==> src/hw/dpac_pkg.sv <==
package dpac_pkg;
	// Port mode straps, taken once after reset.
	localparam logic [1:0] PSEL_JTAG4 = 2'h0;
	localparam logic [1:0] PSEL_SWD = 2'h1;
	localparam logic [1:0] PSEL_JTAG5 = 2'h2;
	localparam logic [1:0] PSEL_OFF = 2'h3;
	// Instruction register.
	localparam int IR_LEN = 4;
	localparam logic [3:0] IR_EXTEST = 4'h0;
	localparam logic [3:0] IR_IDCODE = 4'h1;
	localparam logic [3:0] IR_SAMPLE = 4'h2;
	localparam logic [3:0] IR_DEVRST = 4'h8;
	localparam logic [3:0] IR_BYPASS = 4'hF;
	localparam logic [3:0] IR_CAPTURE = 4'h1;
	// Identity code value is arbitrary.
	localparam logic [31:0] ID_CODE = 32'h1234_5001;
	// Link timing.
	localparam int MCLK_HZ = 40_000_000;
	localparam int TCK_MAX_HZ = 12_000_000;
	localparam int TCK_MIN_CYC = (MCLK_HZ + TCK_MAX_HZ - 1) / TCK_MAX_HZ;
	// Trace framing.
	localparam int TRACE_DIV = 4;
	localparam logic [3:0] PAR_STEPS = 4'h2;
	localparam logic [3:0] SER_STEPS = 4'hA;
	// Pin synchroniser reset levels: trst_n, tdi, tms, tck.
	localparam logic [3:0] PIN_RST = 4'hE;
	typedef enum logic [3:0] {
		TAP_RESET = 4'b0000, TAP_IDLE = 4'b0001, TAP_SEL_DR = 4'b0010, TAP_CAP_DR = 4'b0011,
		TAP_SH_DR = 4'b0100, TAP_EX1_DR = 4'b0101, TAP_PA_DR = 4'b0110, TAP_EX2_DR = 4'b0111,
		TAP_UPD_DR = 4'b1000, TAP_SEL_IR = 4'b1001, TAP_CAP_IR = 4'b1010, TAP_SH_IR = 4'b1011,
		TAP_EX1_IR = 4'b1100, TAP_PA_IR = 4'b1101, TAP_EX2_IR = 4'b1110, TAP_UPD_IR = 4'b1111
	} dpac_tap_t;
endpackage

==> src/hw/dpac_sync.sv <==
`timescale 1ns/10ps
module dpac_sync #(
	parameter int WIDTH = 4,
	parameter logic [WIDTH-1:0] RST_VAL = '0
) (
	// Clock and reset.
	input wire logic mclk,
	input wire logic nrst,
	// Pins and filtered result.
	input wire logic [WIDTH-1:0] pin,
	output logic [WIDTH-1:0] level
);
	logic [WIDTH-1:0] s1;
	logic [WIDTH-1:0] s2;
	logic [WIDTH-1:0] s3;

	always_ff @(posedge mclk or negedge nrst) begin
		if (!nrst) begin
			s1 <= RST_VAL;
			s2 <= RST_VAL;
			s3 <= RST_VAL;
		end else begin
			s1 <= pin;
			s2 <= s1;
			s3 <= s2;
		end
	end

	// A bit moves only once two later stages agree, so one metastable sample never counts.
	genvar i;
	generate
		for (i = 0; i < WIDTH; i++) begin : g_bit
			always_ff @(posedge mclk or negedge nrst) begin
				if (!nrst) begin
					level[i] <= RST_VAL[i];
				end else if (s2[i] == s3[i]) begin
					level[i] <= s3[i];
				end
			end
		end
	endgenerate
endmodule // dpac_sync

==> src/hw/dpac_top.sv <==
`timescale 1ns/10ps
module dpac_top #(
	parameter int BSR_LEN = 8,
	parameter int TRACE_DIV = dpac_pkg::TRACE_DIV
) (
	// Clock and reset.
	input wire logic mclk,
	input wire logic nrst,
	// Straps from non-volatile settings.
	input wire logic [1:0] debug_port_select,
	input wire logic security_lock,
	// Firmware controls.
	input wire logic fw_jtag_disable,
	input wire logic fw_debug_enable,
	input wire logic fw_debug_disable,
	input wire logic fw_trace_single_wire,
	// Boundary-scan pins.
	input wire logic tck,
	input wire logic tms_in,
	input wire logic tdi,
	input wire logic test_reset_pin_n,
	output logic tdo,
	output logic tdo_oe,
	output logic tms_out,
	output logic tms_oe,
	// Serial-wire engine on the shared TMS pin.
	input wire logic swd_dout,
	input wire logic swd_doe,
	input wire logic swd_to_jtag,
	// Port status.
	output logic jtag_active,
	output logic pins_gpio,
	output logic debug_enable,
	output logic dev_reset_req,
	// Boundary cells.
	input wire logic [BSR_LEN-1:0] bsr_pin_in,
	output logic [BSR_LEN-1:0] bsr_pin_out,
	output logic bsr_drive,
	// Trace source and outputs.
	input wire logic trace_valid,
	input wire logic [7:0] trace_data,
	output logic trace_ready,
	output logic [3:0] parallel_trace_port,
	output logic parallel_trace_clk,
	output logic single_wire_trace_output
);
	logic [3:0] pins;
	logic tck_q;
	logic strap_taken;
	logic [1:0] port_sel;
	logic locked;
	logic swd_mode;
	dpac_pkg::dpac_tap_t tap;
	dpac_pkg::dpac_tap_t next_tap;
	logic [3:0] ir;
	logic [3:0] ir_sh;
	logic [31:0] id_sh;
	logic [BSR_LEN-1:0] bsr_sh;
	logic byp_sh;
	logic rst_sh;
	logic shift_bit;
	logic [7:0] tdiv;
	logic te;
	logic busy;
	logic [3:0] step;
	logic [9:0] tbuf;
	logic tsel;

	wire tck_s = pins[0];
	wire tms_s = pins[1];
	wire tdi_s = pins[2];
	wire trst_s = pins[3];
	wire tck_rise = tck_s && !tck_q;
	wire tck_fall = !tck_s && tck_q;
	wire port_on = strap_taken && !locked && port_sel != dpac_pkg::PSEL_OFF && !fw_jtag_disable;
	wire jtag_on = port_on && !swd_mode;
	wire trace_on = strap_taken && !locked && debug_enable;
	wire take = trace_ready && trace_valid;

	dpac_sync #(
		.WIDTH(4),
		.RST_VAL(dpac_pkg::PIN_RST)
	) u_sync (
		.mclk(mclk),
		.nrst(nrst),
		.pin({test_reset_pin_n, tdi, tms_in, tck}),
		.level(pins)
	);

	////////////////////////////////////////////////////////////////////////////////
	// Straps are caught on the first clock after release, never under reset itself.
	always_ff @(posedge mclk or negedge nrst) begin
		if (!nrst) begin
			strap_taken <= 1'b0;
			port_sel <= dpac_pkg::PSEL_OFF;
			locked <= 1'b1;
		end else if (!strap_taken) begin
			strap_taken <= 1'b1;
			port_sel <= debug_port_select;
			locked <= security_lock;
		end
	end

	// Serial-wire mode holds until the engine hands the port over to boundary scan.
	always_ff @(posedge mclk or negedge nrst) begin
		if (!nrst) begin
			swd_mode <= 1'b0;
		end else if (!strap_taken) begin
			swd_mode <= debug_port_select == dpac_pkg::PSEL_SWD;
		end else if (swd_to_jtag) begin
			swd_mode <= 1'b0;
		end
	end

	always_ff @(posedge mclk or negedge nrst) begin
		if (!nrst) begin
			tms_out <= 1'b0;
			tms_oe <= 1'b0;
			jtag_active <= 1'b0;
			pins_gpio <= 1'b1;
		end else begin
			tms_out <= swd_dout;
			tms_oe <= port_on && swd_mode && swd_doe;
			jtag_active <= jtag_on;
			pins_gpio <= !port_on;
		end
	end

	////////////////////////////////////////////////////////////////////////////////
	function automatic dpac_pkg::dpac_tap_t tap_step(input dpac_pkg::dpac_tap_t s, input logic m);
		case (s)
			dpac_pkg::TAP_RESET: tap_step = m ? dpac_pkg::TAP_RESET : dpac_pkg::TAP_IDLE;
			dpac_pkg::TAP_IDLE: tap_step = m ? dpac_pkg::TAP_SEL_DR : dpac_pkg::TAP_IDLE;
			dpac_pkg::TAP_SEL_DR: tap_step = m ? dpac_pkg::TAP_SEL_IR : dpac_pkg::TAP_CAP_DR;
			dpac_pkg::TAP_CAP_DR: tap_step = m ? dpac_pkg::TAP_EX1_DR : dpac_pkg::TAP_SH_DR;
			dpac_pkg::TAP_SH_DR: tap_step = m ? dpac_pkg::TAP_EX1_DR : dpac_pkg::TAP_SH_DR;
			dpac_pkg::TAP_EX1_DR: tap_step = m ? dpac_pkg::TAP_UPD_DR : dpac_pkg::TAP_PA_DR;
			dpac_pkg::TAP_PA_DR: tap_step = m ? dpac_pkg::TAP_EX2_DR : dpac_pkg::TAP_PA_DR;
			dpac_pkg::TAP_EX2_DR: tap_step = m ? dpac_pkg::TAP_UPD_DR : dpac_pkg::TAP_SH_DR;
			dpac_pkg::TAP_SEL_IR: tap_step = m ? dpac_pkg::TAP_RESET : dpac_pkg::TAP_CAP_IR;
			dpac_pkg::TAP_CAP_IR: tap_step = m ? dpac_pkg::TAP_EX1_IR : dpac_pkg::TAP_SH_IR;
			dpac_pkg::TAP_SH_IR: tap_step = m ? dpac_pkg::TAP_EX1_IR : dpac_pkg::TAP_SH_IR;
			dpac_pkg::TAP_EX1_IR: tap_step = m ? dpac_pkg::TAP_UPD_IR : dpac_pkg::TAP_PA_IR;
			dpac_pkg::TAP_PA_IR: tap_step = m ? dpac_pkg::TAP_EX2_IR : dpac_pkg::TAP_PA_IR;
			dpac_pkg::TAP_EX2_IR: tap_step = m ? dpac_pkg::TAP_UPD_IR : dpac_pkg::TAP_SH_IR;
			default: tap_step = m ? dpac_pkg::TAP_SEL_DR : dpac_pkg::TAP_IDLE;
		endcase
	endfunction

	always_comb begin
		next_tap = tap_step(tap, tms_s);
	end

	// The test reset pin only counts in five-wire mode; otherwise the host must walk TMS high.
	always_ff @(posedge mclk or negedge nrst) begin
		if (!nrst) begin
			tap <= dpac_pkg::TAP_RESET;
			tck_q <= 1'b0;
		end else begin
			tck_q <= tck_s;
			if (!jtag_on || (port_sel == dpac_pkg::PSEL_JTAG5 && !trst_s)) begin
				tap <= dpac_pkg::TAP_RESET;
			end else if (tck_rise) begin
				tap <= next_tap;
			end
		end
	end

	always_ff @(posedge mclk or negedge nrst) begin
		if (!nrst) begin
			ir <= dpac_pkg::IR_IDCODE;
			ir_sh <= '0;
		end else if (tap == dpac_pkg::TAP_RESET) begin
			ir <= dpac_pkg::IR_IDCODE;
		end else if (tck_rise) begin
			case (tap)
				dpac_pkg::TAP_CAP_IR: ir_sh <= dpac_pkg::IR_CAPTURE;
				dpac_pkg::TAP_SH_IR: ir_sh <= {tdi_s, ir_sh[3:1]};
				dpac_pkg::TAP_UPD_IR: ir <= ir_sh;
				default: ir_sh <= ir_sh;
			endcase
		end
	end

	// Every data register shifts TDI in at the top, so devices chain on one connection.
	always_ff @(posedge mclk or negedge nrst) begin
		if (!nrst) begin
			id_sh <= '0;
			bsr_sh <= '0;
			byp_sh <= 1'b0;
			rst_sh <= 1'b0;
		end else if (tck_rise && tap == dpac_pkg::TAP_CAP_DR) begin
			id_sh <= dpac_pkg::ID_CODE;
			bsr_sh <= bsr_pin_in;
			byp_sh <= 1'b0;
			rst_sh <= 1'b0;
		end else if (tck_rise && tap == dpac_pkg::TAP_SH_DR) begin
			case (ir)
				dpac_pkg::IR_IDCODE: id_sh <= {tdi_s, id_sh[31:1]};
				dpac_pkg::IR_EXTEST, dpac_pkg::IR_SAMPLE: bsr_sh <= {tdi_s, bsr_sh[BSR_LEN-1:1]};
				dpac_pkg::IR_DEVRST: rst_sh <= tdi_s;
				default: byp_sh <= tdi_s;
			endcase
		end
	end

	always_comb begin
		case (ir)
			dpac_pkg::IR_IDCODE: shift_bit = id_sh[0];
			dpac_pkg::IR_EXTEST, dpac_pkg::IR_SAMPLE: shift_bit = bsr_sh[0];
			dpac_pkg::IR_DEVRST: shift_bit = rst_sh;
			default: shift_bit = byp_sh;
		endcase
		if (tap == dpac_pkg::TAP_SH_IR) begin
			shift_bit = ir_sh[0];
		end
	end

	always_ff @(posedge mclk or negedge nrst) begin
		if (!nrst) begin
			tdo <= 1'b0;
			tdo_oe <= 1'b0;
			bsr_pin_out <= '0;
			bsr_drive <= 1'b0;
			dev_reset_req <= 1'b0;
		end else begin
			if (tck_fall) begin
				tdo <= shift_bit;
				tdo_oe <= tap == dpac_pkg::TAP_SH_DR || tap == dpac_pkg::TAP_SH_IR;
			end
			if (tck_rise && tap == dpac_pkg::TAP_UPD_DR && ir == dpac_pkg::IR_EXTEST) begin
				bsr_pin_out <= bsr_sh;
			end
			bsr_drive <= jtag_on && ir == dpac_pkg::IR_EXTEST;
			dev_reset_req <= jtag_on && tck_rise && tap == dpac_pkg::TAP_UPD_DR
				&& ir == dpac_pkg::IR_DEVRST && rst_sh;
		end
	end

	////////////////////////////////////////////////////////////////////////////////
	// No external path touches this flag; only firmware can turn debug on.
	always_ff @(posedge mclk or negedge nrst) begin
		if (!nrst) begin
			debug_enable <= 1'b0;
		end else if (locked && strap_taken) begin
			debug_enable <= 1'b0;
		end else if (fw_debug_enable) begin
			debug_enable <= 1'b1;
		end else if (fw_debug_disable) begin
			debug_enable <= 1'b0;
		end
	end

	always_ff @(posedge mclk or negedge nrst) begin
		if (!nrst) begin
			tdiv <= '0;
			te <= 1'b0;
		end else begin
			te <= tdiv == 8'(TRACE_DIV - 1);
			tdiv <= (tdiv == 8'(TRACE_DIV - 1)) ? 8'h00 : tdiv + 8'h01;
		end
	end

	// Parallel sends a byte as low then high nibble; single-wire frames it with start and stop.
	always_ff @(posedge mclk or negedge nrst) begin
		if (!nrst) begin
			busy <= 1'b0;
			step <= '0;
			tbuf <= '1;
			tsel <= 1'b0;
			trace_ready <= 1'b0;
			parallel_trace_port <= '0;
			parallel_trace_clk <= 1'b0;
			single_wire_trace_output <= 1'b1;
		end else begin
			trace_ready <= trace_on && !busy && !take;
			if (take) begin
				busy <= 1'b1;
				step <= '0;
				tsel <= fw_trace_single_wire;
				tbuf <= {1'b1, trace_data, 1'b0};
			end else if (busy && te) begin
				step <= step + 4'h1;
				if (tsel) begin
					single_wire_trace_output <= tbuf[0];
					tbuf <= {1'b1, tbuf[9:1]};
					busy <= step != dpac_pkg::SER_STEPS - 4'h1;
				end else begin
					parallel_trace_port <= step[0] ? tbuf[8:5] : tbuf[4:1];
					parallel_trace_clk <= !parallel_trace_clk;
					busy <= step != dpac_pkg::PAR_STEPS - 4'h1;
				end
			end else if (!busy) begin
				single_wire_trace_output <= 1'b1;
			end
		end
	end
endmodule // dpac_top

==> config.mk <==
export PLATFORM = sky130hd
export DESIGN_NAME = dpac_top
export DESIGN_NICKNAME = d
export VERILOG_FILES = /design/src/hw/dpac_pkg.sv /design/src/hw/dpac_sync.sv /design/src/hw/dpac_top.sv
export SDC_FILE = /design/constraint.sdc
export NUM_CORES = 1
export LEC_CHECK = 0
export ABC_AREA = 1
export BUFFER_PORTS_ARGS = -buffer_cell sky130_fd_sc_hd__buf_2
export CAP_MARGIN = 20
export CORE_MARGIN = 2
export CORE_UTILIZATION = 63
export CTS_CLUSTER_DIAMETER = 60
export DETAILED_ROUTE_END_ITERATION = 12
export PLACE_DENSITY = 0.85
export SYNTH_ARGS = -nofsm -noshare
export SYNTH_HDL_FRONTEND = slang
export SYNTH_SLANG_ARGS = --single-unit
export TNS_END_PERCENT = 50
==> constraint.sdc <==
create_clock -name mclk -period 4.55 [get_ports mclk]
set_clock_uncertainty 0.05 [all_clocks]
set_input_delay 0.455 -clock mclk [delete_from_list [all_inputs] [get_ports mclk]]
set_output_delay 0.455 -clock mclk [all_outputs]
set_load 0.02 [all_outputs]
Yosys cells after proc, flatten, opt, wreduce, memory -nomap -nowiden
Index checks and enable logic that the tools add are counted.
W data, S select, Z words.
{"block": "totals", "ff_bits": 125, "input_bits": 33}
{"block": "classes", "add_sub_neg": 2, "n_eq_ne": 31, "n_mux": 51, "n_bitwise": 3, "n_reduce_logical": 63}
{"op": "$mux W32", "n": 3}
{"op": "$mux W4", "n": 12}
{"op": "$pmux W4 S11", "n": 1}
{"op": "$eq A4 B4 Y1 const B", "n": 9}
{"op": "$mux W8", "n": 4}
{"op": "$mux W10", "n": 3}
{"op": "$logic_and A1 B1 Y1", "n": 24}
{"op": "$mux W1", "n": 21}
{"op": "$reduce_bool A2 Y1", "n": 10}
{"op": "$eq A4 B3 Y1 const B", "n": 4}
{"op": "$eq A4 B2 Y1 const B", "n": 3}
{"op": "$reduce_and A2 Y1", "n": 6}
{"op": "$logic_not A1 Y1", "n": 11}
{"op": "$reduce_and A3 Y1", "n": 3}
{"op": "$add A8 B1 Y8 const B", "n": 1}
{"op": "$eq A8 B2 Y1 const B", "n": 1}
{"op": "$logic_not A4 Y1", "n": 2}
{"op": "$pmux W4 S2", "n": 1}
{"op": "$mux W2", "n": 3}
{"op": "$mux W3", "n": 2}
{"op": "$ne A2 B2 Y1 const B", "n": 3}
{"op": "$reduce_or A2 Y1", "n": 3}
{"op": "$add A4 B1 Y4 const B", "n": 1}
{"op": "$eq A1 B1 Y1", "n": 4}
{"op": "11 further kinds", "n": 15}

Longest topological paths before layout
Gate-level depths: netlist (run 1).
{"block": "logic_depth", "word_depth": 9, "mapped_depth": 11, "mapped_depth_nobuf": 10}

By module
From an unflattened synthesis (run 1), not the netlist that was laid out.
{"block": "hier_totals", "cells_unflattened": 595, "area_unflattened_um2": 5410.2}
{"mod": "dpac_top", "n_inst": 1, "cells_per_inst": 563, "area_per_inst_um2": 4929.7}
{"mod": "dpac_sync", "n_inst": 1, "cells_per_inst": 32, "area_per_inst_um2": 480.5}

Worst setup path before layout (run 1)
No wires, ideal clock.
{"block": "synth_path", "path_kind": "reg-to-reg", "from": "register tap[2]", "to": "register id_sh[12]", "setup_time_ns": 0.129, "arrival_ns": 1.456, "setup_slack_ns": 2.915, "stages_incl_launch_ff": 8, "path_cell_list": "dfrtp_1 > nor2_2 > nand2_4 > nor2_4 > inv_2 > a21oi_4 > buf_2 > o21ai_0"}
{"block": "synth_between", "elab_chain_len": 4}
{"item": "from (decl)", "line_no": "dpac_top.sv:53", "text": "dpac_pkg::dpac_tap_t tap;"}
{"item": "from (signal assigned)", "line_no": "dpac_top.sv:157", "text": "tap <= dpac_pkg::TAP_RESET;"}
{"item": "from (signal assigned)", "line_no": "dpac_top.sv:162", "text": "tap <= dpac_pkg::TAP_RESET;"}
{"item": "from (signal assigned)", "line_no": "dpac_top.sv:164", "text": "tap <= next_tap;"}
{"item": "$eq A4 B2 Y1 / $eq A4 B3 Y1 (equally long branches)", "line_no": "dpac_top.sv:192, dpac_top.sv:197"}
{"item": "$logic_and A1 B1 Y1 (on tied branches)", "line_no": "dpac_top.sv:192, dpac_top.sv:197"}
{"item": "$reduce_bool A2 Y1 (no source line)"}
{"item": "$reduce_and A2 Y1 (no source line)"}
{"item": "to (signal assigned)", "line_no": "dpac_top.sv:193", "text": "id_sh <= dpac_pkg::ID_CODE;"}
{"item": "to (signal assigned)", "line_no": "dpac_top.sv:199", "text": "dpac_pkg::IR_IDCODE: id_sh <= {tdi_s, id_sh[31:1]};"}
{"item": "to (decl)", "line_no": "dpac_top.sv:57", "text": "logic [31:0] id_sh;"}
Parallel ways exist; a longest one is shown, timed or not.
A chain may end at the register's enable or synchronous reset.

Worst setup path in the final report (run 1)
{"block": "layout_path", "from": "register tap[2]", "to": "register id_sh[3]"}
Same word-level chain as after synthesis.

==> impl_metrics.yaml, run 1 <==
sta:
  setup-tns-final_ns: 0
  fin_crit_ns: 2.47
  clock.fmax_mhz: 405
  hold_violations: 0
  final_max_slew_viol_count: 0
  period_share: 0.543
  rsz0062_at_grt: "false"
  worst_slew_margin_rel: 0.371
  setup_viol: 0
  worst_pin_slew_ns: 0.937
grt:
  grt_pass1_wl_mm: 18.0
  grt_pass1_vias: 3927
  grt_max_degree: 65
  antenna_found_initial: 0
  globalRouteTotalUtil: 0.258
  grt_overflow: 0
hold_path:
  hold_class: "input pin to flop"
  min_path_cells: 2
synthesis:
  synth_top_area_share: 0.457
  synth_mux_area_frac: 0
  synth-compound-area-share: 0.132
  synth_xor_area_frac: 0.00990
  synth_edf_count: 0
  syn-cell-area_sq_um: 5310
  syn_inst: 583
  syn_avg_cell_area_sq_um: 9.10
  synth_top_family_by_area: "simple AND/OR/NAND/NOR gates"
  synth_area_leaders: "dfrtp_1 (46%), dfstp_2 (13%), o21ai_0 (8.0%), nand2_1 (7.7%), inv_1 (5.9%)"
  synth_top_cell_by_area: "dfrtp_1"
  synth-adder-area-share: 0.0146
  yosys.cell_types.count: 40
  synth_warnings: 0
  synth-simple-area-share: 0.172
  synth_flop_cell: "dfrtp_1"
  synthArstFlopShare: 1.00
  yosysSeqAreaShare: 0.591
  synth_fp_nets: 619
  ys_seq_elements: 124
finish:
  fill_cells: 542
  n_antenna_cell: 0
  utilization: 0.762
  multi_input_area_sq_um: 1740
  layout.nets: 686
  drive_gt1_frac: 0.192
  final_common_cell: "nand2_1"
  most-common-layout-cells: "nand2_1 (109), dfrtp_1 (97), o21ai_0 (85)"
  syn_to_final_growth_pct: 17.4
  register_area_sq_um: 3140
route:
  first_pass_iters: 5
  drc: 0
  drtIter0Drc: 303
  vias: 4206
  vias_per_cell: 5.48
  drt-total-wl_mm: 11.0
  avgRoutedWirePerCell_microns: 14.3
  final_antenna_net_count: 0
critical_path:
  required_ns: 4.92
  reg2reg_depth: 8
  crit_arrival_ns: 2.84
  crit_path_end_kind: "flop"
  critPathKind: "flop to flop"
  path_max_fanout: 56
  worst_setup_path_start_kind: "flop"
clocking:
  path_clk_slew_ns: 0.06
  cts_max_level: 4
  cts_buffers: 17
  insertion_delay_ns: 0.51
  cts.repair.resized: 0
  cts_tree: "built"
  root_buffer: "clkbuf_8"
  clock-sinks: 124
  clock_path_buffers: 2
floorplanning:
  die_y_microns: 95.8
  coreArea_sq_um: 8180
  die_x_microns: 95.8
  num_io_pins: 57
  die_area_sq_um: 9170
  initial_core_util: 0.649
  rows: 33
job:
  drv_cap: 0
place:
  place_hpwl_mm: 6.81
  io_buffer_count: 56
  gp_congestion: 0.918
pwr:
  powerDensity_nw_per_um2: 449
  vdd_ir_drop_max_mv: 0.350
  p_leak_nw: 2.99
outcome:
  status: "finished, final reports clean"
==> critical path, stage by stage (launching register included) <==
cell and delay [ns]:
dfrtp_1 0.45, nor2_2 0.25, nand2_4 0.11, nor2_4 0.37
inv_2 0.32, a21oi_4 0.34, buf_12 0.25, nand3_1 0.10
o21ai_0 0.11
==> per-stage QoR <==
| step | cell area, sq um | hold slack [ns] | worst slack [ns] | std cells | total power, mW |
|---|---|---|---|---|---|
| after floorplan | 5310 | 0.109 | 2.92 | 583 | 1.51 |
| after global placement | 5640 | 0.284 | 1.66 | 729 | 1.61 |
| after detailed placement | 5640 | 0.292 | 1.54 | 729 | 1.63 |
| after CTS | 6210 | 0.0863 | 1.51 | 767 | 2.81 |
| after global routing | 6230 | 0.0954 | 1.77 | 768 | 2.92 |
| final | 6230 | 0.0966 | 2.08 | 768 | 2.80 |
==> area by class of cell <==
type                    instances  share of cell area
flip-flops and latches        124               0.503
multi-input cells             355               0.280
clock buffers                  25              0.0761
repair buffers                 65              0.0606
inverters                      87              0.0524
well taps                     105              0.0211
clock inverters                 7             0.00682
==> what timing repair did <==
| item | 4_1_cts | 5_1_grt |
|---|---|---|
| hold buffers | 6 | 0 |
| buffers inserted | 0 | 0 |
| endpoints found under the hold margin | 37 | 0 |
==> sequential cells by signal (all words and copies together) (netlist names), 2 cells and up <==
| register | count |
|---|---|
| bsr_sh | 8 |
| port_sel | 2 |
| ir_sh | 4 |
| parallel_trace_port | 4 |
| id_sh | 32 |
| u_sync.s2 | 4 |
| tdiv | 8 |
| u_sync.s3 | 4 |
| ir | 4 |
| tbuf | 9 |
| u_sync.s1 | 4 |
| bsr_pin_out | 8 |
| u_sync.level | 4 |
| step | 4 |
| tap | 4 |
==> per-layer routing <==
metal	global-route usage	wire length [microns]
met1	0.345	4660
met3	0.0572	437
met4	0.119	285
met2	0.406	5590
met5	0	0
==> cell usage after synthesis (all sizes together) (2+ instances only) <==
cell / number
nand3: 41
xor2: 6
o21ai: 86
dfrtp: 97
nand2: 111
or2: 2
inv: 86
a31oi: 7
nor2: 47
maj3: 4
nor3: 5
nor4: 2
o211ai: 5
ha: 3
o22ai: 5
clkbuf: 9
dfstp: 27
a21oi: 21
nor3b: 2
buf: 8
==> power breakdown <==
| part | total, mW | internal [mW] | switching, mW |
|---|---|---|---|
| Clock | 1.16 | 0.707 | 0.456 |
| Combinational | 0.317 | 0.118 | 0.199 |
| Sequential | 1.32 | 1.24 | 0.0833 |
==> final timing paths <==
path / start / endpoint / slack [ns]
min in group asynchronous: nrst / tsel$_DFFE_PN0P_ / 0.41
hold / removal: security_lock / locked$_DFFE_PN1N_ / 0.1
setup reg to reg: tap[2]$_DFFE_PN0P_ / id_sh[3]$_DFFE_PN0P_ / 2.08
hold reg to reg: u_sync.s1[0]$_DFF_PN0_ / u_sync.s2[0]$_DFF_PN0_ / 0.30
max in group asynchronous: nrst / pins_gpio$_DFF_PN1_ / 3.07
setup / recovery: tap[2]$_DFFE_PN0P_ / id_sh[3]$_DFFE_PN0P_ / 2.08
==> logic make-up (layout without fill, tap and decap cells) <==
group,Yosys count,count (layout)
XOR/XNOR,6,6
buffers and inverters,104,184
flip-flops,124,124
AO/OA/AOI/OAI,128,128
other,1,1
adder cells (fa/ha/maj),7,7
AND/OR/NAND/NOR,213,213
Note: power is estimated with default switching activity, not from simulation.
==> run 2: changes to the inputs <==
ABC_AREA = 0   (was 1)
CORE_UTILIZATION = 58   (was 63)
PLACE_DENSITY = 0.79   (was 0.85)
clock period = 2.3 ns   (was 4.55 ns; I/O delays follow)
==> run 2 against run 1 <==
  * Design area grew 8.0%
  * Via count down 7.2%
  * Register-to-register slack lost 1.9 ns
  * Utilization is 2.7 points lower
  * Synthesized cell count is 18% lower
  * Cell count shrank 9.6%
  * Total power up 110%
  * Flip-flop and latch count unchanged
  * First-iteration DRC count decreased by 28%
  * Hold slack lost 0.065 ns
  * Critical endpoint is now bsr_pin_out[0]$_DFFE_PN0P_
==> impl_metrics.yaml, run 2 <==
outcome:
  status: "finished, final reports clean"
clocking:
  path_clk_slew_ns: 0.06
  cts.repair.resized: 0
  clock-sinks: 124
  cts_setup_buffers: 0
  cts_tree: "built"
  root_buffer: "clkbuf_8"
  cts_buffers: 17
  hold_buffers: 30
  cts_max_level: 4
  insertion_delay_ns: 0.52
  clock_path_buffers: 2
sta:
  rsz0062_at_grt: "false"
  final_max_slew_viol_count: 0
  hold_violations: 0
  worst_slew_margin_rel: 0.476
  period_share: 0.902
  setup-tns-final_ns: 0
  fin_crit_ns: 2.07
  clock.fmax_mhz: 482
  worst_pin_slew_ns: 0.779
  setup_viol: 0
pwr:
  vdd_ir_drop_max_mv: 0.505
  p_leak_nw: 3.21
  powerDensity_nw_per_um2: 893
synthesis:
  syn_avg_cell_area_sq_um: 11.3
  synth_flop_cell: "dfrtp_1"
  synthArstFlopShare: 1.00
  ys_seq_elements: 124
  yosysMostFrequentCell: "dfrtp_1"
  ys_top_cells_by_count: "dfrtp_1 (97), nand2_1 (64), mux2i_1 (38)"
  synth_fp_nets: 515
  synth_warnings: 0
  synth_edf_count: 0
  synth_top_area_share: 0.448
  syn-cell-area_sq_um: 5410
  synth_area_leaders: "dfrtp_1 (45%), dfstp_2 (13%), mux2i_1 (7.0%), nand2_1 (4.4%), mux2_2 (3.1%)"
  syn_inst: 479
  yosys.cell_types.count: 61
  yosysSeqAreaShare: 0.579
  synth_top_cell_by_area: "dfrtp_1"
route:
  drc: 0
  final_antenna_net_count: 0
  first_pass_iters: 6
  drtIter0Drc: 217
  vias: 3904
  avgRoutedWirePerCell_microns: 16.3
  drt-total-wl_mm: 11.3
  vias_per_cell: 5.63
critical_path:
  r2r_end: "bsr_pin_out[0]$_DFFE_PN0P_"
  path_max_fanout: 15
  crit_path_max_incr_delay_ns: 0.59
  reg2reg_slack_ns: 0.23
  required_ns: 2.65
  worst_setup_path_start_kind: "flop"
  reg2reg_depth: 4
  r2r-start: "tap[3]$_DFFE_PN0P_"
  crit_arrival_ns: 2.43
  critPathKind: "flop to flop"
  crit_path_end_kind: "flop"
  path_cells: "nor2b_1, nand3_1, or3_1, mux2_4"
  cpMaxStageDelayCell: "dfrtp_1"
floorplanning:
  rows: 35
  num_io_pins: 57
  die_x_microns: 101
  die_area_sq_um: 10100
  initial_core_util: 0.592
  die_y_microns: 101
  coreArea_sq_um: 9150
finish:
  syn_to_final_growth_pct: 24.3
  largest_reg_flops: 32
  top_regs: "id_sh: 32 flops, tbuf: 9 flops"
  largest_register: "id_sh"
  layout.nets: 606
  utilization: 0.735
  n_antenna_cell: 0
  most-common-layout-cells: "dfrtp_1 (97), nand2_1 (64), buf_2 (55)"
  drive_gt1_frac: 0.278
  final_common_cell: "dfrtp_1"
grt:
  grt_max_degree: 51
  grt_pass1_wl_mm: 18.7
  grt_overflow: 0
  antenna_found_initial: 0
  grt_pass1_vias: 3917
  globalRouteTotalUtil: 0.239
place:
  gp_congestion: 0.868
  place_hpwl_mm: 6.84
  io_buffer_count: 56
hold_path:
  min_to: "bsr_sh[1]$_DFFE_PN0P_"
  min_path_cells: 3
  holdCritStartpoint: "bsr_pin_in[1]"
  hold_class: "input pin to flop"
job:
  drv_cap: 0
## run 2: cell count changes after synthesis, moves of 15 or more
| cell | delta |
|---|---|
| o21ai_0 | -59 |
| inv_1 | -57 |
| nand2_1 | -45 |
| mux2i_1 | +38 |
| nand3_1 | -28 |
| nor2_1 | -20 |
| mux2_2 | +15 |
## run 2: area by class of cell
cell class                 count  area, sq um
multi-input combinational    302         2050
fill                         578         2420
timing repair buffer          98          698
clock buffer                  19          442
tap                          111          139
inverter                      27          101
sequential                   124         3140
clock inverter                13          163
## run 2: worst max-delay path: cells and delay by family, from the launching register on
| family | cells | cell delay, ns |
|---|---|---|
| DFF | 1 | 0.59 |
| muxes | 1 | 0.37 |
| and+or+nand+nor | 3 | 0.95 |
## run 2: worst max-delay path by stage
stage	start	to	slack [ns]	depth (start not counted)
2_1_floorplan	ir[0]$_DFFE_PN1P_	id_sh[31]$_DFFE_PN0P_	0.54	5
3_3_place_gp	tap[3]$_DFFE_PN0P_	bsr_pin_out[6]$_DFFE_PN0P_	0.31	4
3_5_place_dp	tap[3]$_DFFE_PN0P_	bsr_pin_out[7]$_DFFE_PN0P_	0.25	4
4_1_cts	tap[3]$_DFFE_PN0P_	bsr_pin_out[0]$_DFFE_PN0P_	0.25	4
5_1_grt	tap[3]$_DFFE_PN0P_	bsr_pin_out[5]$_DFFE_PN0P_	0.10	4
6_report	tap[3]$_DFFE_PN0P_	bsr_pin_out[0]$_DFFE_PN0P_	0.23	4
## run 2: report_power, final
| group | switching [mW] | internal (mW) | total (mW) |
|---|---|---|---|
| combinational | 0.336 | 0.284 | 0.620 |
| clock | 0.984 | 1.71 | 2.70 |
| sequential | 0.221 | 2.47 | 2.69 |
| total | 1.54 | 4.47 | 6.01 |
## run 2: cells by family after synthesis
family | Yosys count | share of synthesized area
muxes | 64 | 0.130
adders and majority gates | 8 | 0.0162
and+or+nand+nor | 141 | 0.127
DFF | 124 | 0.579
AOI/OAI and AO/OA | 77 | 0.0876
other | 1 | 0.000693
xor gates and xnor gates | 11 | 0.0178
buffers and inverters | 53 | 0.0418
## run 2: stage by stage
| stage | std cells | power [mW] | cell area (sq um) | setup slack [ns] | hold slack, ns |
|---|---|---|---|---|---|
| after global placement | 632 | 3.24 | 5830 | 0.314 | 0.181 |
| after floorplan | 479 | 3.03 | 5410 | 0.542 | -0.116 |
| final | 694 | 6.01 | 6730 | 0.226 | 0.0320 |
| after global routing | 694 | 6.24 | 6730 | 0.103 | 0.0547 |
| after CTS | 694 | 6.04 | 6730 | 0.248 | 0.00258 |
| after detailed placement | 632 | 3.28 | 5830 | 0.250 | 0.177 |
## run 2: per-layer routing
layer / GRT usage / vias to the layer above / share of wire
met1: 0.306 / 1942 / 0.44
met3: 0.0576 / 19 / 0.038
met5: 0 / - / 0
met4: 0.0854 / 0 / 0.014
li1: - / 1834 / -
met2: 0.399 / 109 / 0.51
==> run 3: changes to the inputs <==
CORE_MARGIN = not set   (was 2)
==> run 3 against run 2 <==
  * Global-route usage grew 2.3 points
  * Clock power shrank 1%
  * First-iteration DRC count shrank 18%
  * Flip-flop and latch count is the same
  * Sequential power is essentially flat
  * Hold slack gained 0.046 ns
  * Combinational power grew 1%
  * Die area shrank 3.9%
  * Utilization grew 2.2 points
  * Fmax shrank 2.8%
  * Cell count shrank 0.43%
  * Register-to-register slack lost 0.06 ns
==> impl_metrics.yaml, run 3 (synthesis results as in run 2) <==
outcome:
  status: "finished, final reports clean"
clocking:
  clock-sinks: 124
  cts.repair.resized: 0
  cts_max_level: 4
  cts_setup_buffers: 0
  insertion_delay_ns: 0.52
  clock_path_buffers: 2
  path_clk_slew_ns: 0.06
  cts_buffers: 17
  cts_tree: "built"
  root_buffer: "clkbuf_8"
  hold_buffers: 31
floorplanning:
  rows: 34
  die_x_microns: 98.6
  num_io_pins: 57
  die_area_sq_um: 9720
  initial_core_util: 0.609
  coreArea_sq_um: 8890
  die_y_microns: 98.6
route:
  final_antenna_net_count: 0
  vias_per_cell: 5.64
  drtIter0Drc: 178
  drc: 0
  drt-total-wl_mm: 11.5
  first_pass_iters: 4
  avgRoutedWirePerCell_microns: 16.6
  vias: 3894
sta:
  worst_slew_margin_rel: 0.550
  final_max_slew_viol_count: 0
  rsz0062_at_grt: "false"
  fin_crit_ns: 2.13
  setup-tns-final_ns: 0
  hold_violations: 0
  clock.fmax_mhz: 469
  period_share: 0.928
  setup_viol: 0
  worst_pin_slew_ns: 0.669
critical_path:
  required_ns: 2.65
  critPathKind: "flop to flop"
  crit_path_end_kind: "flop"
  crit_arrival_ns: 2.48
  path_max_fanout: 15
  worst_setup_path_start_kind: "flop"
pwr:
  p_leak_nw: 3.22
  vdd_ir_drop_max_mv: 0.507
  totalPowerFinal_mw: 5.96
  powerDensity_nw_per_um2: 886
grt:
  antenna_found_initial: 0
  grt_max_degree: 49
  grt_overflow: 0
  globalRouteTotalUtil: 0.262
  grt_pass1_wl_mm: 19.6
  grt_pass1_vias: 4036
finish:
  layout.nets: 606
  syn_to_final_growth_pct: 24.4
  utilization: 0.757
  largest_register: "id_sh"
  final_common_cell: "dfrtp_1"
  n_antenna_cell: 0
  drive_gt1_frac: 0.276
  fill_cells: 534
  most-common-layout-cells: "dfrtp_1 (97), nand2_1 (64), buf_2 (55)"
  largest_reg_flops: 32
  top_regs: "id_sh: 32 flops, tbuf: 9 flops"
place:
  io_buffer_count: 56
  gp_congestion: 0.909
  place_hpwl_mm: 6.98
hold_path:
  hold_class: "input pin to flop"
job:
  drv_cap: 0
[run 3: through the flow]
stage	hold slack, ns	cells	worst slack (ns)	instance area (sq um)
2_1_floorplan	-0.116	479	0.542	5410
3_3_place_gp	0.188	628	0.275	5830
3_5_place_dp	0.198	628	0.243	5830
4_1_cts	0.0540	691	0.183	6730
5_1_grt	0.0841	691	0.0808	6730
6_report	0.0784	691	0.166	6730
[run 3: power breakdown]
group	switching [mW]	internal [mW]
sequential	0.210	2.47
combinational	0.344	0.282
clock	0.976	1.68
total	1.53	4.43
[run 3: routing by layer]
layer  GRT usage  vias up  wire (microns)
met5           0        -               0
met4       0.116        0             264
met3      0.0738       29             528
met2       0.434      114            5660
met1       0.323     1923            5020
li1            -     1828               -
[run 3: final cells by class]
type                    instances  area [sq um]  area share
flip-flops and latches        124          3140       0.466
multi-input cells             302          2050       0.305
repair buffers                 98           713       0.106
clock buffers                  18           428      0.0635
clock inverters                14           169      0.0251
well taps                     108           135      0.0201
inverters                      27           101      0.0151
[run 3: final timing paths]
path                                        start                         end  slack, ns  cells past startpoint
setup / recovery               tap[3]$_DFFE_PN0P_  bsr_pin_out[4]$_DFFE_PN0P_       0.17                      4
max in group asynchronous                    nrst         tbuf[6]$_DFFE_PN1P_       1.33                      3
setup reg to reg               tap[3]$_DFFE_PN0P_  bsr_pin_out[4]$_DFFE_PN0P_       0.17                      4
hold / removal                    fw_jtag_disable          tap[2]$_DFFE_PN0P_       0.08                      5
min in group asynchronous                    nrst            busy$_DFFE_PN0P_       0.18                      2
hold reg to reg            u_sync.s1[0]$_DFF_PN0_      u_sync.s2[0]$_DFF_PN0_       0.30                      0
[run 3: worst max-delay path, cell delays in order, from the launching register on]
cell,delay (ns)
dfrtp_1,0.60
nor2b_1,0.25
nand3_1,0.15
or3_1,0.58
mux2_4,0.38
